## src/logic/term_decoder_defines.vh

```
`ifndef TERM_DECODER_DEFINES_VH
`define TERM_DECODER_DEFINES_VH

// --------------------------------------------------------------
// input function codes
// --------------------------------------------------------------
`define FN_RUN 6'h01
`define FN_FWD 6'h02
`define FN_REV 6'h03
`define FN_STOP 6'h04
`define FN_DIR_TOGGLE 6'h05
`define FN_TIMER_ONE 6'h09
`define FN_TIMER_TWO 6'h0A
`define FN_RAMP_SEL_ONE 6'h11
`define FN_RAMP_SEL_TWO 6'h12
`define FN_HIGH_SPEED 6'h16
`define FN_MEDIUM_SPEED 6'h17
`define FN_LOW_SPEED 6'h18
`define FN_UP 6'h1B
`define FN_DOWN 6'h1C
`define FN_PULSE_COUNT 6'h1F
`define FN_COUNT_RESET 6'h20

// --------------------------------------------------------------
// output function codes
// --------------------------------------------------------------
`define OUT_RUNNING 6'h01
`define OUT_ZERO_SPEED 6'h02
`define OUT_FAULT 6'h03
`define OUT_FREQ_REACHED 6'h05
`define OUT_ACCEL 6'h06
`define OUT_DECEL 6'h07
`define OUT_COUNT_REACHED 6'h0D
`define OUT_TIMER_ONE 6'h0F
`define OUT_TIMER_TWO 6'h10

// --------------------------------------------------------------
// mode settings and limits
// --------------------------------------------------------------
`define SRC_TERMINAL 2'h1
`define SPEED_MODE_EXT4 2'h2
`define SPEED_MODE_INTERNAL 2'h1
`define FREQ_SRC_KEYPAD 2'h0
`define COUNT_MAX 16'hFFFF
`define FREQ_WIDTH 16

// --------------------------------------------------------------
// timing
// --------------------------------------------------------------
`define CLK_MHZ 40
`define PULSE_MIN_US 2000
`define UPDN_STEP_RAPID 16'h0010
`define UPDN_RAPID_STEPS 4'h8
`define RESET_FREQ 16'h0000

`endif

```

## src/logic/level_sync.v

```verilog
`timescale 1ns/1ps

// --------------------------------------------------------------
// two-stage synchroniser for a group of pin levels
// --------------------------------------------------------------
module level_sync #(
  parameter WIDTH = 6
) (
  // clock and reset
  input wire mclk_i,
  input wire rst_n_i,
  // levels
  input wire [WIDTH-1:0] async_i,
  output wire [WIDTH-1:0] sync_o
);

  reg [WIDTH-1:0] stage_one;
  reg [WIDTH-1:0] stage_two;

  // first stage is read only by the second one
  always @(posedge mclk_i or negedge rst_n_i) begin
    if (!rst_n_i) begin
      stage_one <= {WIDTH{1'b0}};
      stage_two <= {WIDTH{1'b0}};
    end else begin
      stage_one <= async_i;
      stage_two <= stage_one;
    end
  end

  assign sync_o = stage_two;

endmodule // level_sync

```

## src/logic/terminal_command_decoder.v

```verilog
// Summary of operation
// - three-wire: edges on fwd/rev inputs start running
// - three-wire: opening stop contact stops drive
// - run contact runs; toggle contact picks direction
// - forward contact runs forward, reverse contact reverse
// - two ramp bits pick one of four times
// - codes 17 and 18 make ramp-select bits
// - ramp select only in speed modes 0,2,3
// - speed inputs pick preset, else main setpoint
// - speed inputs honoured only in speed mode 2
// - high beats medium beats low
// - up raises, down lowers, both hold
// - up/down only with keypad frequency source
// - up/down ignored while in standby
// - up/down clamp at maximum and minimum
// - up/down rate follows selected ramp time
// - held up/down: rapid jump then uniform rate
// - count reached drives count output contact
// - count halts at target, restarts after reset
// - output codes 1,2,3: run, zero speed, fault
// - output codes 5,6,7: reached, accel, decel
// - output codes 13,15,16: count, timers
`timescale 1ns/1ps
`include "term_decoder_defines.vh"

module terminal_command_decoder (
  // clock and reset
  input wire mclk_i,
  input wire rst_n_i,
  // terminal pins, active high after polarity handling
  input wire input_terminal_one_i,
  input wire input_terminal_two_i,
  input wire input_terminal_three_i,
  input wire input_terminal_four_i,
  input wire input_terminal_five_i,
  input wire input_terminal_six_i,
  // configuration
  input wire [1:0] command_source_setting_i,
  input wire [5:0] input_one_function_i,
  input wire [5:0] input_two_function_i,
  input wire [5:0] input_three_function_i,
  input wire [5:0] input_four_function_i,
  input wire [5:0] input_five_function_i,
  input wire [5:0] input_six_function_i,
  input wire [1:0] speed_mode_setting_i,
  input wire [1:0] frequency_source_setting_i,
  input wire [5:0] output_one_function_i,
  input wire [5:0] output_two_function_i,
  input wire [5:0] relay_a_function_i,
  input wire [5:0] relay_b_function_i,
  // frequency settings
  input wire [15:0] main_frequency_setpoint_i,
  input wire [15:0] low_preset_frequency_i,
  input wire [15:0] medium_preset_frequency_i,
  input wire [15:0] high_preset_frequency_i,
  input wire [15:0] max_frequency_i,
  input wire [15:0] min_frequency_i,
  input wire [15:0] count_target_value_i,
  // ramp step strobes per ramp time, from the ramp generator
  input wire [3:0] ramp_tick_i,
  // drive status from motor control
  input wire running_status_i,
  input wire below_startup_i,
  input wire fault_i,
  input wire freq_reached_i,
  input wire accelerating_i,
  input wire decelerating_i,
  input wire timer_one_reached_i,
  input wire timer_two_reached_i,
  // commands out
  output reg run_cmd_o,
  output reg reverse_o,
  output reg [1:0] ramp_select_o,
  output reg [15:0] target_frequency_o,
  output reg [15:0] updown_frequency_o,
  output reg timer_one_start_o,
  output reg timer_two_start_o,
  output reg [15:0] pulse_count_o,
  output reg count_reached_o,
  // output contacts
  output reg output_one_o,
  output reg output_two_o,
  output reg relay_a_o,
  output reg relay_b_o
);

  // --------------------------------------------------------------
  // decoding helpers
  // --------------------------------------------------------------

  // true when any terminal with the given function is active
  function func_active;
    input [5:0] code;
    input [35:0] funcs;
    input [5:0] levels;
    integer i;
    begin
      func_active = 1'b0;
      for (i = 0; i < 6; i = i + 1) begin
        if (funcs[i*6 +: 6] == code && levels[i])
          func_active = 1'b1;
      end
    end
  endfunction

  // true when any terminal carries the function at all
  function func_assigned;
    input [5:0] code;
    input [35:0] funcs;
    integer i;
    begin
      func_assigned = 1'b0;
      for (i = 0; i < 6; i = i + 1) begin
        if (funcs[i*6 +: 6] == code)
          func_assigned = 1'b1;
      end
    end
  endfunction

  // selects the indication for one output contact
  function out_select;
    input [5:0] code;
    input [8:0] ind;
    begin
      case (code)
        `OUT_RUNNING: out_select = ind[0];
        `OUT_ZERO_SPEED: out_select = ind[1];
        `OUT_FAULT: out_select = ind[2];
        `OUT_FREQ_REACHED: out_select = ind[3];
        `OUT_ACCEL: out_select = ind[4];
        `OUT_DECEL: out_select = ind[5];
        `OUT_COUNT_REACHED: out_select = ind[6];
        `OUT_TIMER_ONE: out_select = ind[7];
        `OUT_TIMER_TWO: out_select = ind[8];
        default: out_select = 1'b0;
      endcase
    end
  endfunction

  // --------------------------------------------------------------
  // synchronised terminals
  // --------------------------------------------------------------
  wire [5:0] pins_raw;
  wire [5:0] pins;
  reg [5:0] pins_prev;
  wire [35:0] funcs;

  assign pins_raw = {input_terminal_six_i, input_terminal_five_i,
                     input_terminal_four_i, input_terminal_three_i,
                     input_terminal_two_i, input_terminal_one_i};
  assign funcs = {input_six_function_i, input_five_function_i,
                  input_four_function_i, input_three_function_i,
                  input_two_function_i, input_one_function_i};

  // every decision uses clocked levels only
  level_sync #(
    .WIDTH(6)
  ) u_sync (
    .mclk_i(mclk_i),
    .rst_n_i(rst_n_i),
    .async_i(pins_raw),
    .sync_o(pins)
  );

  always @(posedge mclk_i or negedge rst_n_i) begin
    if (!rst_n_i) begin
      pins_prev <= 6'h00;
    end else begin
      pins_prev <= pins;
    end
  end

  wire [5:0] rise = pins & ~pins_prev;
  wire [5:0] fall = ~pins & pins_prev;

  // --------------------------------------------------------------
  // run and direction
  // --------------------------------------------------------------
  wire terminal_ctl = (command_source_setting_i == `SRC_TERMINAL);
  wire has_stop = func_assigned(`FN_STOP, funcs);
  wire has_run = func_assigned(`FN_RUN, funcs);
  wire fwd_lvl = func_active(`FN_FWD, funcs, pins);
  wire rev_lvl = func_active(`FN_REV, funcs, pins);
  wire fwd_edge = func_active(`FN_FWD, funcs, rise);
  wire rev_edge = func_active(`FN_REV, funcs, rise);
  wire stop_open = func_active(`FN_STOP, funcs, fall);
  wire stop_closed = func_active(`FN_STOP, funcs, pins);
  wire run_lvl = func_active(`FN_RUN, funcs, pins);
  wire toggle_lvl = func_active(`FN_DIR_TOGGLE, funcs, pins);

  reg next_run;
  reg next_rev;

  // three-wire latches on edges; two-wire follows contact levels
  always @* begin
    next_run = run_cmd_o;
    next_rev = reverse_o;
    if (!terminal_ctl) begin
      next_run = 1'b0;
    end else if (has_stop) begin
      if (stop_open || !stop_closed) begin
        next_run = 1'b0;
      end else if (fwd_edge) begin
        next_run = 1'b1;
        next_rev = 1'b0;
      end else if (rev_edge) begin
        next_run = 1'b1;
        next_rev = 1'b1;
      end
    end else if (has_run) begin
      next_run = run_lvl;
      next_rev = toggle_lvl;
    end else begin
      next_run = fwd_lvl | rev_lvl;
      if (fwd_lvl)
        next_rev = 1'b0;
      else if (rev_lvl)
        next_rev = 1'b1;
    end
  end

  // --------------------------------------------------------------
  // ramp time and speed selection
  // --------------------------------------------------------------
  wire ramp_allowed = (speed_mode_setting_i != `SPEED_MODE_INTERNAL);
  wire ramp_bit_one = func_active(`FN_RAMP_SEL_ONE, funcs, pins);
  wire ramp_bit_two = func_active(`FN_RAMP_SEL_TWO, funcs, pins);
  wire [1:0] next_ramp = ramp_allowed ?
                         {ramp_bit_two, ramp_bit_one} : 2'h0;

  wire ext_speed = (speed_mode_setting_i == `SPEED_MODE_EXT4);
  wire high_on = ext_speed & func_active(`FN_HIGH_SPEED, funcs, pins);
  wire med_on = ext_speed & func_active(`FN_MEDIUM_SPEED, funcs, pins);
  wire low_on = ext_speed & func_active(`FN_LOW_SPEED, funcs, pins);

  reg [15:0] next_target;

  // priority high, medium, low, then main
  always @* begin
    if (high_on)
      next_target = high_preset_frequency_i;
    else if (med_on)
      next_target = medium_preset_frequency_i;
    else if (low_on)
      next_target = low_preset_frequency_i;
    else
      next_target = main_frequency_setpoint_i;
  end

  // --------------------------------------------------------------
  // up/down frequency adjustment
  // --------------------------------------------------------------
  wire up_on = func_active(`FN_UP, funcs, pins);
  wire dn_on = func_active(`FN_DOWN, funcs, pins);
  // standby and non-keypad sources ignore the buttons entirely
  wire updn_ok = (frequency_source_setting_i == `FREQ_SRC_KEYPAD) &&
                 running_status_i;
  wire up_go = updn_ok & up_on & ~dn_on;
  wire dn_go = updn_ok & dn_on & ~up_on;
  wire rate_tick = ramp_tick_i[ramp_select_o];
  reg [3:0] rapid_left;
  reg [15:0] next_updn;
  reg [15:0] step;

  // first a few coarse steps, then unit steps at ramp rate
  always @* begin
    step = (rapid_left != 4'h0) ? `UPDN_STEP_RAPID : 16'h0001;
    next_updn = updown_frequency_o;
    if (up_go && rate_tick) begin
      if (max_frequency_i - updown_frequency_o > step)
        next_updn = updown_frequency_o + step;
      else
        next_updn = max_frequency_i;
    end else if (dn_go && rate_tick) begin
      if (updown_frequency_o - min_frequency_i > step &&
          updown_frequency_o > min_frequency_i)
        next_updn = updown_frequency_o - step;
      else
        next_updn = min_frequency_i;
    end
  end

  always @(posedge mclk_i or negedge rst_n_i) begin
    if (!rst_n_i) begin
      rapid_left <= `UPDN_RAPID_STEPS;
      updown_frequency_o <= `RESET_FREQ;
    end else begin
      updown_frequency_o <= next_updn;
      if (!(up_go || dn_go))
        rapid_left <= `UPDN_RAPID_STEPS;
      else if (rate_tick && rapid_left != 4'h0)
        rapid_left <= rapid_left - 4'h1;
    end
  end

  // --------------------------------------------------------------
  // pulse counter
  // --------------------------------------------------------------
  // no filter here: the source holds each level long enough
  wire cnt_edge = func_active(`FN_PULSE_COUNT, funcs, rise);
  wire cnt_clear = func_active(`FN_COUNT_RESET, funcs, pins);
  reg count_done;

  always @(posedge mclk_i or negedge rst_n_i) begin
    if (!rst_n_i) begin
      pulse_count_o <= 16'h0000;
      count_done <= 1'b0;
    end else if (cnt_clear) begin
      pulse_count_o <= 16'h0000;
      count_done <= 1'b0;
    end else if (cnt_edge && !count_done &&
                 pulse_count_o != `COUNT_MAX) begin
      pulse_count_o <= pulse_count_o + 16'h0001;
      if (pulse_count_o + 16'h0001 >= count_target_value_i)
        count_done <= 1'b1; // counting halts until reset
    end
  end

  // --------------------------------------------------------------
  // output registers and contacts
  // --------------------------------------------------------------
  wire count_hit = count_done ||
                   (pulse_count_o >= count_target_value_i);
  wire [8:0] ind = {timer_two_reached_i, timer_one_reached_i, count_hit,
                    decelerating_i, accelerating_i, freq_reached_i,
                    fault_i, below_startup_i, running_status_i};

  always @(posedge mclk_i or negedge rst_n_i) begin
    if (!rst_n_i) begin
      run_cmd_o <= 1'b0;
      reverse_o <= 1'b0;
      ramp_select_o <= 2'h0;
      target_frequency_o <= `RESET_FREQ;
      timer_one_start_o <= 1'b0;
      timer_two_start_o <= 1'b0;
      count_reached_o <= 1'b0;
      output_one_o <= 1'b0;
      output_two_o <= 1'b0;
      relay_a_o <= 1'b0;
      relay_b_o <= 1'b0;
    end else begin
      run_cmd_o <= next_run;
      reverse_o <= next_rev;
      ramp_select_o <= next_ramp;
      target_frequency_o <= next_target;
      timer_one_start_o <= func_active(`FN_TIMER_ONE, funcs, pins);
      timer_two_start_o <= func_active(`FN_TIMER_TWO, funcs, pins);
      count_reached_o <= count_hit;
      output_one_o <= out_select(output_one_function_i, ind);
      output_two_o <= out_select(output_two_function_i, ind);
      relay_a_o <= out_select(relay_a_function_i, ind);
      relay_b_o <= out_select(relay_b_function_i, ind);
    end
  end

endmodule // terminal_command_decoder

```

## config.mk

```make
export PLATFORM = sky130hd
export DESIGN_NAME = terminal_command_decoder
export DESIGN_NICKNAME = d
export VERILOG_FILES = /design/src/logic/level_sync.v /design/src/logic/terminal_command_decoder.v
export VERILOG_INCLUDE_DIRS = /design/src /design/src/logic
export SDC_FILE = /design/constraint.sdc
export NUM_CORES = 1
export LEC_CHECK = 0
export BUFFER_PORTS_ARGS = -buffer_cell sky130_fd_sc_hd__buf_2
export CAP_MARGIN = 20
export CORE_ASPECT_RATIO = 0.7
export CORE_UTILIZATION = 54
export CTS_CLUSTER_SIZE = 40
export DETAILED_ROUTE_END_ITERATION = 10
export HOLD_SLACK_MARGIN = 0.08
export PLACE_DENSITY = 0.82
export SYNTH_ARGS = -nofsm -noshare
export SYNTH_HDL_FRONTEND = slang
export SYNTH_HIERARCHICAL = 1
export SYNTH_SLANG_ARGS = --single-unit
```

## constraint.sdc

```tcl
create_clock -name mclk_i -period 5.1 [get_ports mclk_i]
set_input_delay 0.765 -clock mclk_i [delete_from_list [all_inputs] [get_ports mclk_i]]
set_output_delay 0.765 -clock mclk_i [all_outputs]
set_load 0.05 [all_outputs]
```

# [Word-level counts from Yosys, hierarchy flattened]
# Index checks and enable logic that the tools add are counted.
[op_classes] add_sub_neg=6 magnitude_cmp=6 n_eq_ne=140 mux=160 bitwise=14 n_reduce_logical=134
[ops] operator="6-bit by 5-bit equality test with 1-bit output, second input constant" n=52
[ops] operator="6-bit by 3-bit equality test with 1-bit output, second input constant" n=24
[ops] operator="16-bit two-way mux" n=9
[ops] operator="1-bit two-way mux" n=142
[ops] operator="1-bit logical AND" n=121
[ops] operator="6-bit by 2-bit equality test with 1-bit output, second input constant" n=20
[ops] operator="6-bit by 4-bit equality test with 1-bit output, second input constant" n=20
[ops] operator="6-bit by 1-bit equality test with 1-bit output, second input constant" n=10
[ops] operator="6-bit equality test, second input constant" n=6
[ops] operator="1-bit one-hot mux with 9 select lines" n=4
[ops] operator="16-bit greater-or-equal comparator" n=2
[ops] operator="16-bit by 5-bit > comparator with 1-bit output" n=2
[ops] operator="16-bit subtractor" n=2
[ops] operator="16-bit by 1-bit adder with 16-bit output, second input constant" n=1
[ops] operator="16-bit by 5-bit adder with 16-bit output" n=1
[ops] operator="16-bit > comparator" n=1
[ops] operator="16-bit inequality test, second input constant" n=1
[ops] operator="16-bit by 5-bit subtractor with 16-bit output" n=1
[ops] operator="6-bit bitwise AND" n=2
[ops] operator="6-bit inverter" n=2
[ops] operator="4-bit two-way mux" n=2
[ops] operator="4-bit nonzero test" n=2
[ops] operator="1-bit bitwise AND" n=7
[ops] operator="2-bit nonzero test" n=3
[ops] operator="18 further kinds" n=23
[totals] reg_bits=82 in_bits=198 out_inout_bits=59

# [Depth between registers and ports, before layout]
[depth] depth_word=14 mapped_depth=20

# [Modules after synthesis]
# The synthesis kept the hierarchy.
[by_module_without_submodules] mod="terminal_command_decoder" instances=1 cells_each=1148 area_each_um2=8824.7 seq_area_each_um2=1752.9
[by_module_without_submodules] mod="level_sync" instances=1 cells_each=12 area_each_um2=300.3 seq_area_each_um2=300.3

# [Worst setup path after synthesis]
# No wires, ideal clock.
[synth_timing] path_kind="reg-to-reg" from="reg updown_frequency_o[0]" to="reg updown_frequency_o[6]" setup_time_ns=0.126 arrival_time_ns=4.247 slack_ns=0.727 stages_incl_launch_ff=21 path_buffers=2 period_less_slack_ns=4.373 path_cell_list="dfrtp_1 -> inv_1 -> ha_1 -> fa_1 -> nor2b_1 -> o21a_1 -> nor2_1 -> xnor2_1 -> ha_1 -> nand3_1 -> a22o_1 -> nor2_1 -> o221ai_1 -> a2111o_1 -> nor4_1 -> nand2_1 -> and2_0 -> clkbuf_1 -> clkbuf_1 -> mux2i_1 -> a221o_1"
[synth_between] elab_chain_cells=6 word_cells_on_any_way=12 cone_classes="add/sub: 4; order compare: 3; mux: 4; reduce/logical: 1"
[synth_rtl] element="from (decl)" line_no="terminal_command_decoder.v:75" text="output reg [15:0] updown_frequency_o,"
[synth_rtl] element="from (signal assigned)" line_no="terminal_command_decoder.v:286" text="updown_frequency_o <= `RESET_FREQ;"
[synth_rtl] element="from (signal assigned)" line_no="terminal_command_decoder.v:288" text="updown_frequency_o <= next_updn;"
[synth_rtl] element="16-bit subtractor" line_no="terminal_command_decoder.v:275" text="if (updown_frequency_o - min_frequency_i > step &&"
[synth_rtl] element="16-bit by 5-bit > comparator with 1-bit output" line_no="terminal_command_decoder.v:275"
[synth_rtl] element="1-bit logical AND" line_no="terminal_command_decoder.v:275"
[synth_rtl] element="16-bit two-way mux" line_no="terminal_command_decoder.v:275"
[synth_rtl] element="16-bit two-way mux" line_no="terminal_command_decoder.v:274" text="end else if (dn_go && rate_tick) begin"
[synth_rtl] element="16-bit two-way mux *" line_no="terminal_command_decoder.v:269" text="if (up_go && rate_tick) begin"
# Every way passes the cells marked *; elsewhere a longest branch is shown, timed or not. The select of a mux whose other input is x is not followed.
# A chain may end at the register's enable or synchronous reset.

# [Final worst setup path]
[layout_timing] from="reg updown_frequency_o[1]" to="reg updown_frequency_o[6]"
# The elaborated chain is that of the path after synthesis.

==> run metrics <==
worst-skew pair later-pin latency between 0.3 and 0.4 ns; Setup CP Type flip-flop to flip-flop; Reg power frac between 20% and 30%; Final Critical Period 4.34 ns; CTS buffer count 9; register area share after synthesis 22.5%; Final Cycle Share between 80% and 90%; RSZ-0062 raised after global routing no; setup TNS 0 ns; antenna cells 0; Max VDD drop 183 uV; antenna viol nets, final 0; largest net degree at the start of global routing 50; fmax 230 MHz; switching pwr 0.00146 W; Primary FF master, synth dfrtp_1; leakage power 5.37 nW; RePlAce Congestion 1.02; Final Hold Fails 0; detailed placer's ending HPWL 25300 um; mapped cell area 9130 sq um; Data arrival, critical path 4.58 ns; actual slew at the worst max-slew pin 1.05 ns; Die X-Extent 157 um; CTS tree done; Initial Util 55.7%; WL/cell roughly 19 um; Critical Path Fanout Max 10; # hold bufs at CTS 0; Data required, critical path 5.34 ns; Max Cap Viol 0; P&R area growth vs syn 20.0%; Comb pwr share 51.5%; Clock transition at path regs 0.07 ns; Switching Fraction 46.0%; Worst Setup End Kind flip-flop; # nets final 1679; share of layout cells above drive strength 1 24.4%; Detailed Routing Iterations Pass 1 7; Worst Setup Start Kind flip-flop; most frequent cells in the layout 255 x buf_2, 120 x nor2_1, 102 x nand2_1; IO Count 257; vias in the first global route 9310; post-synthesis net count 1436; initial antenna violation count 0; first-pass GRT wire length 48900 um; commonest non-fill, non-tap cell in the layout buf_2; Seq cells post-synth 82; Vias 10300; Post-CTS Resized 0; type of the most critical hold path flip-flop to flip-flop; GR Overflow Total 0; Clock power frac 22.4%; Placeable Area 16400 sq um; maximum root-to-sink buffer count 2; residual DRC count 0; # port buffers about 260; setup repair bufs after CTS 0; Clock Skews between 0.008 and 0.009 ns; Sink Count 82; Initial DRC Count 1422; die area ~17000 sq um; row count 39; GRT Util Overall 35.8%; Post-synth EDFFs 0; synth unique cells 85; Mapped Avg Cell Area 7.87 sq um; status finished clean; Clock Root Buffer clkbuf_16; Final Slew Violations 0; FFs w/ async S/R, synth 100%; routed wire length 31500 um; Yosys Warn Count 6; Synth Instances 1160; Final Util between 60% and 70%; drt via density between 6 and 7; internal power 0.00171 W; power per cell area 289 nW/um^2; final setup fails 0; H-tree depth 3; Slew HR 29.6%; chip height 111 um
## cell families (layout without fill, tap and decap cells)
family | after synthesis | in the layout | share of synthesized area (%)
compound gates | 280 | 280 | 21.3
buf+inv | 105 | 353 | 4.70
flops | 82 | 82 | 22.5
mux | 63 | 63 | 7.53
simple gates | 499 | 499 | 28.0
xor+xnor | 53 | 53 | 5.09
fa+ha+maj | 78 | 78 | 10.9
## Yosys cell counts, types with 25 or more instances
master	count	area, sq um
a21oi_1	59	295
clkbuf_1	25	93.8
dfrtp_1	81	2030
ha_1	76	951
inv_1	71	267
mux2_2	30	338
mux2i_1	30	300
nand2_1	102	383
nand3_1	52	260
nor2_1	120	450
nor2b_1	29	181
nor3_1	36	180
nor4_1	27	169
o21ai_0	31	155
o22ai_1	26	163
xnor2_1	25	219
xor2_1	28	245
## routing by layer
layer / share of wire (%) / track usage (%)
met3: 12 / 8.41
met4: 1.2 / 5.70
met2: 42 / 53.2
met5: 0 / 0
met1: 45 / 53.1
## through the flow
stage | power (W) | hold slack [ns] | std cells | cell area, sq um | setup slack, ns
2_1_floorplan | 0.00196 | 0.331 | 1160 | 9130 | 0.727
3_3_place_gp | 0.00238 | 0.332 | 1616 | 10600 | 0.605
3_5_place_dp | 0.00240 | 0.335 | 1616 | 10600 | 0.531
4_1_cts | 0.00312 | 0.351 | 1632 | 10900 | 0.883
5_1_grt | 0.00334 | 0.360 | 1633 | 10900 | 0.582
6_report | 0.00316 | 0.349 | 1633 | 10900 | 0.758
## critical path, cell delays in order (launching register included)
cell      delay (ns)
dfrtp_1         0.54
inv_1           0.20
fa_1            0.47
nor2b_1         0.26
o21a_1          0.18
nor2_1          0.06
xnor2_1         0.12
ha_1            0.36
nand3_1         0.10
a22o_1          0.24
nor2_1          0.11
o221ai_1        0.12
a2111o_1        0.36
nor4_1          0.25
nand2_1         0.11
and2_0          0.18
buf_4           0.18
mux2i_1         0.12
a221o_1         0.26
## registers in the layout (all words and copies together), names as in the netlist
name	flops
target_frequency_o	16
output_two_o	1
timer_one_start_o	1
rapid_left	4
reverse_o	1
run_cmd_o	1
count_done	1
u_sync/stage_one	6
relay_a_o	1
pins_prev	6
pulse_count_o	16
relay_b_o	1
output_one_o	1
updown_frequency_o	16
count_reached_o	1
u_sync/sync_o	6
ramp_select_o	2
timer_two_start_o	1
## layout make-up
type,count,area [sq um]
multi-input combinational,973,6670
fill,1437,5450
sequential,82,2050
timing repair buffer,266,1370
tap,225,282
inverter,71,267
clock buffer,9,225
clock inverter,7,83.8
## path summary, 6_finish.rpt
path | start | end | slack, ns | cells past startpoint
setup reg to reg | updown_frequency_o[1] | updown_frequency_o[6] | 0.76 | 18
setup / recovery | updown_frequency_o[1] | updown_frequency_o[6] | 0.76 | 18
max in group asynchronous | rst_n_i | updown_frequency_o[15] | 3.69 | 2
hold reg to reg | u_sync/stage_one[3] | u_sync/sync_o[3] | 0.35 | 0
hold / removal | u_sync/stage_one[3] | u_sync/sync_o[3] | 0.35 | 0
min in group asynchronous | rst_n_i | updown_frequency_o[8] | 0.36 | 1
## power by group through the flow
stage                     combinational, W  clock, W  sequential, W
after floorplan                   0.000986         0       0.000971
after global placement             0.00155         0       0.000834
after detailed placement           0.00157         0       0.000835
after CTS                          0.00158  0.000716       0.000822
after global routing               0.00176  0.000743       0.000837
final                              0.00163  0.000708       0.000827
No activity file was read; power rests on OpenSTA's default activity.
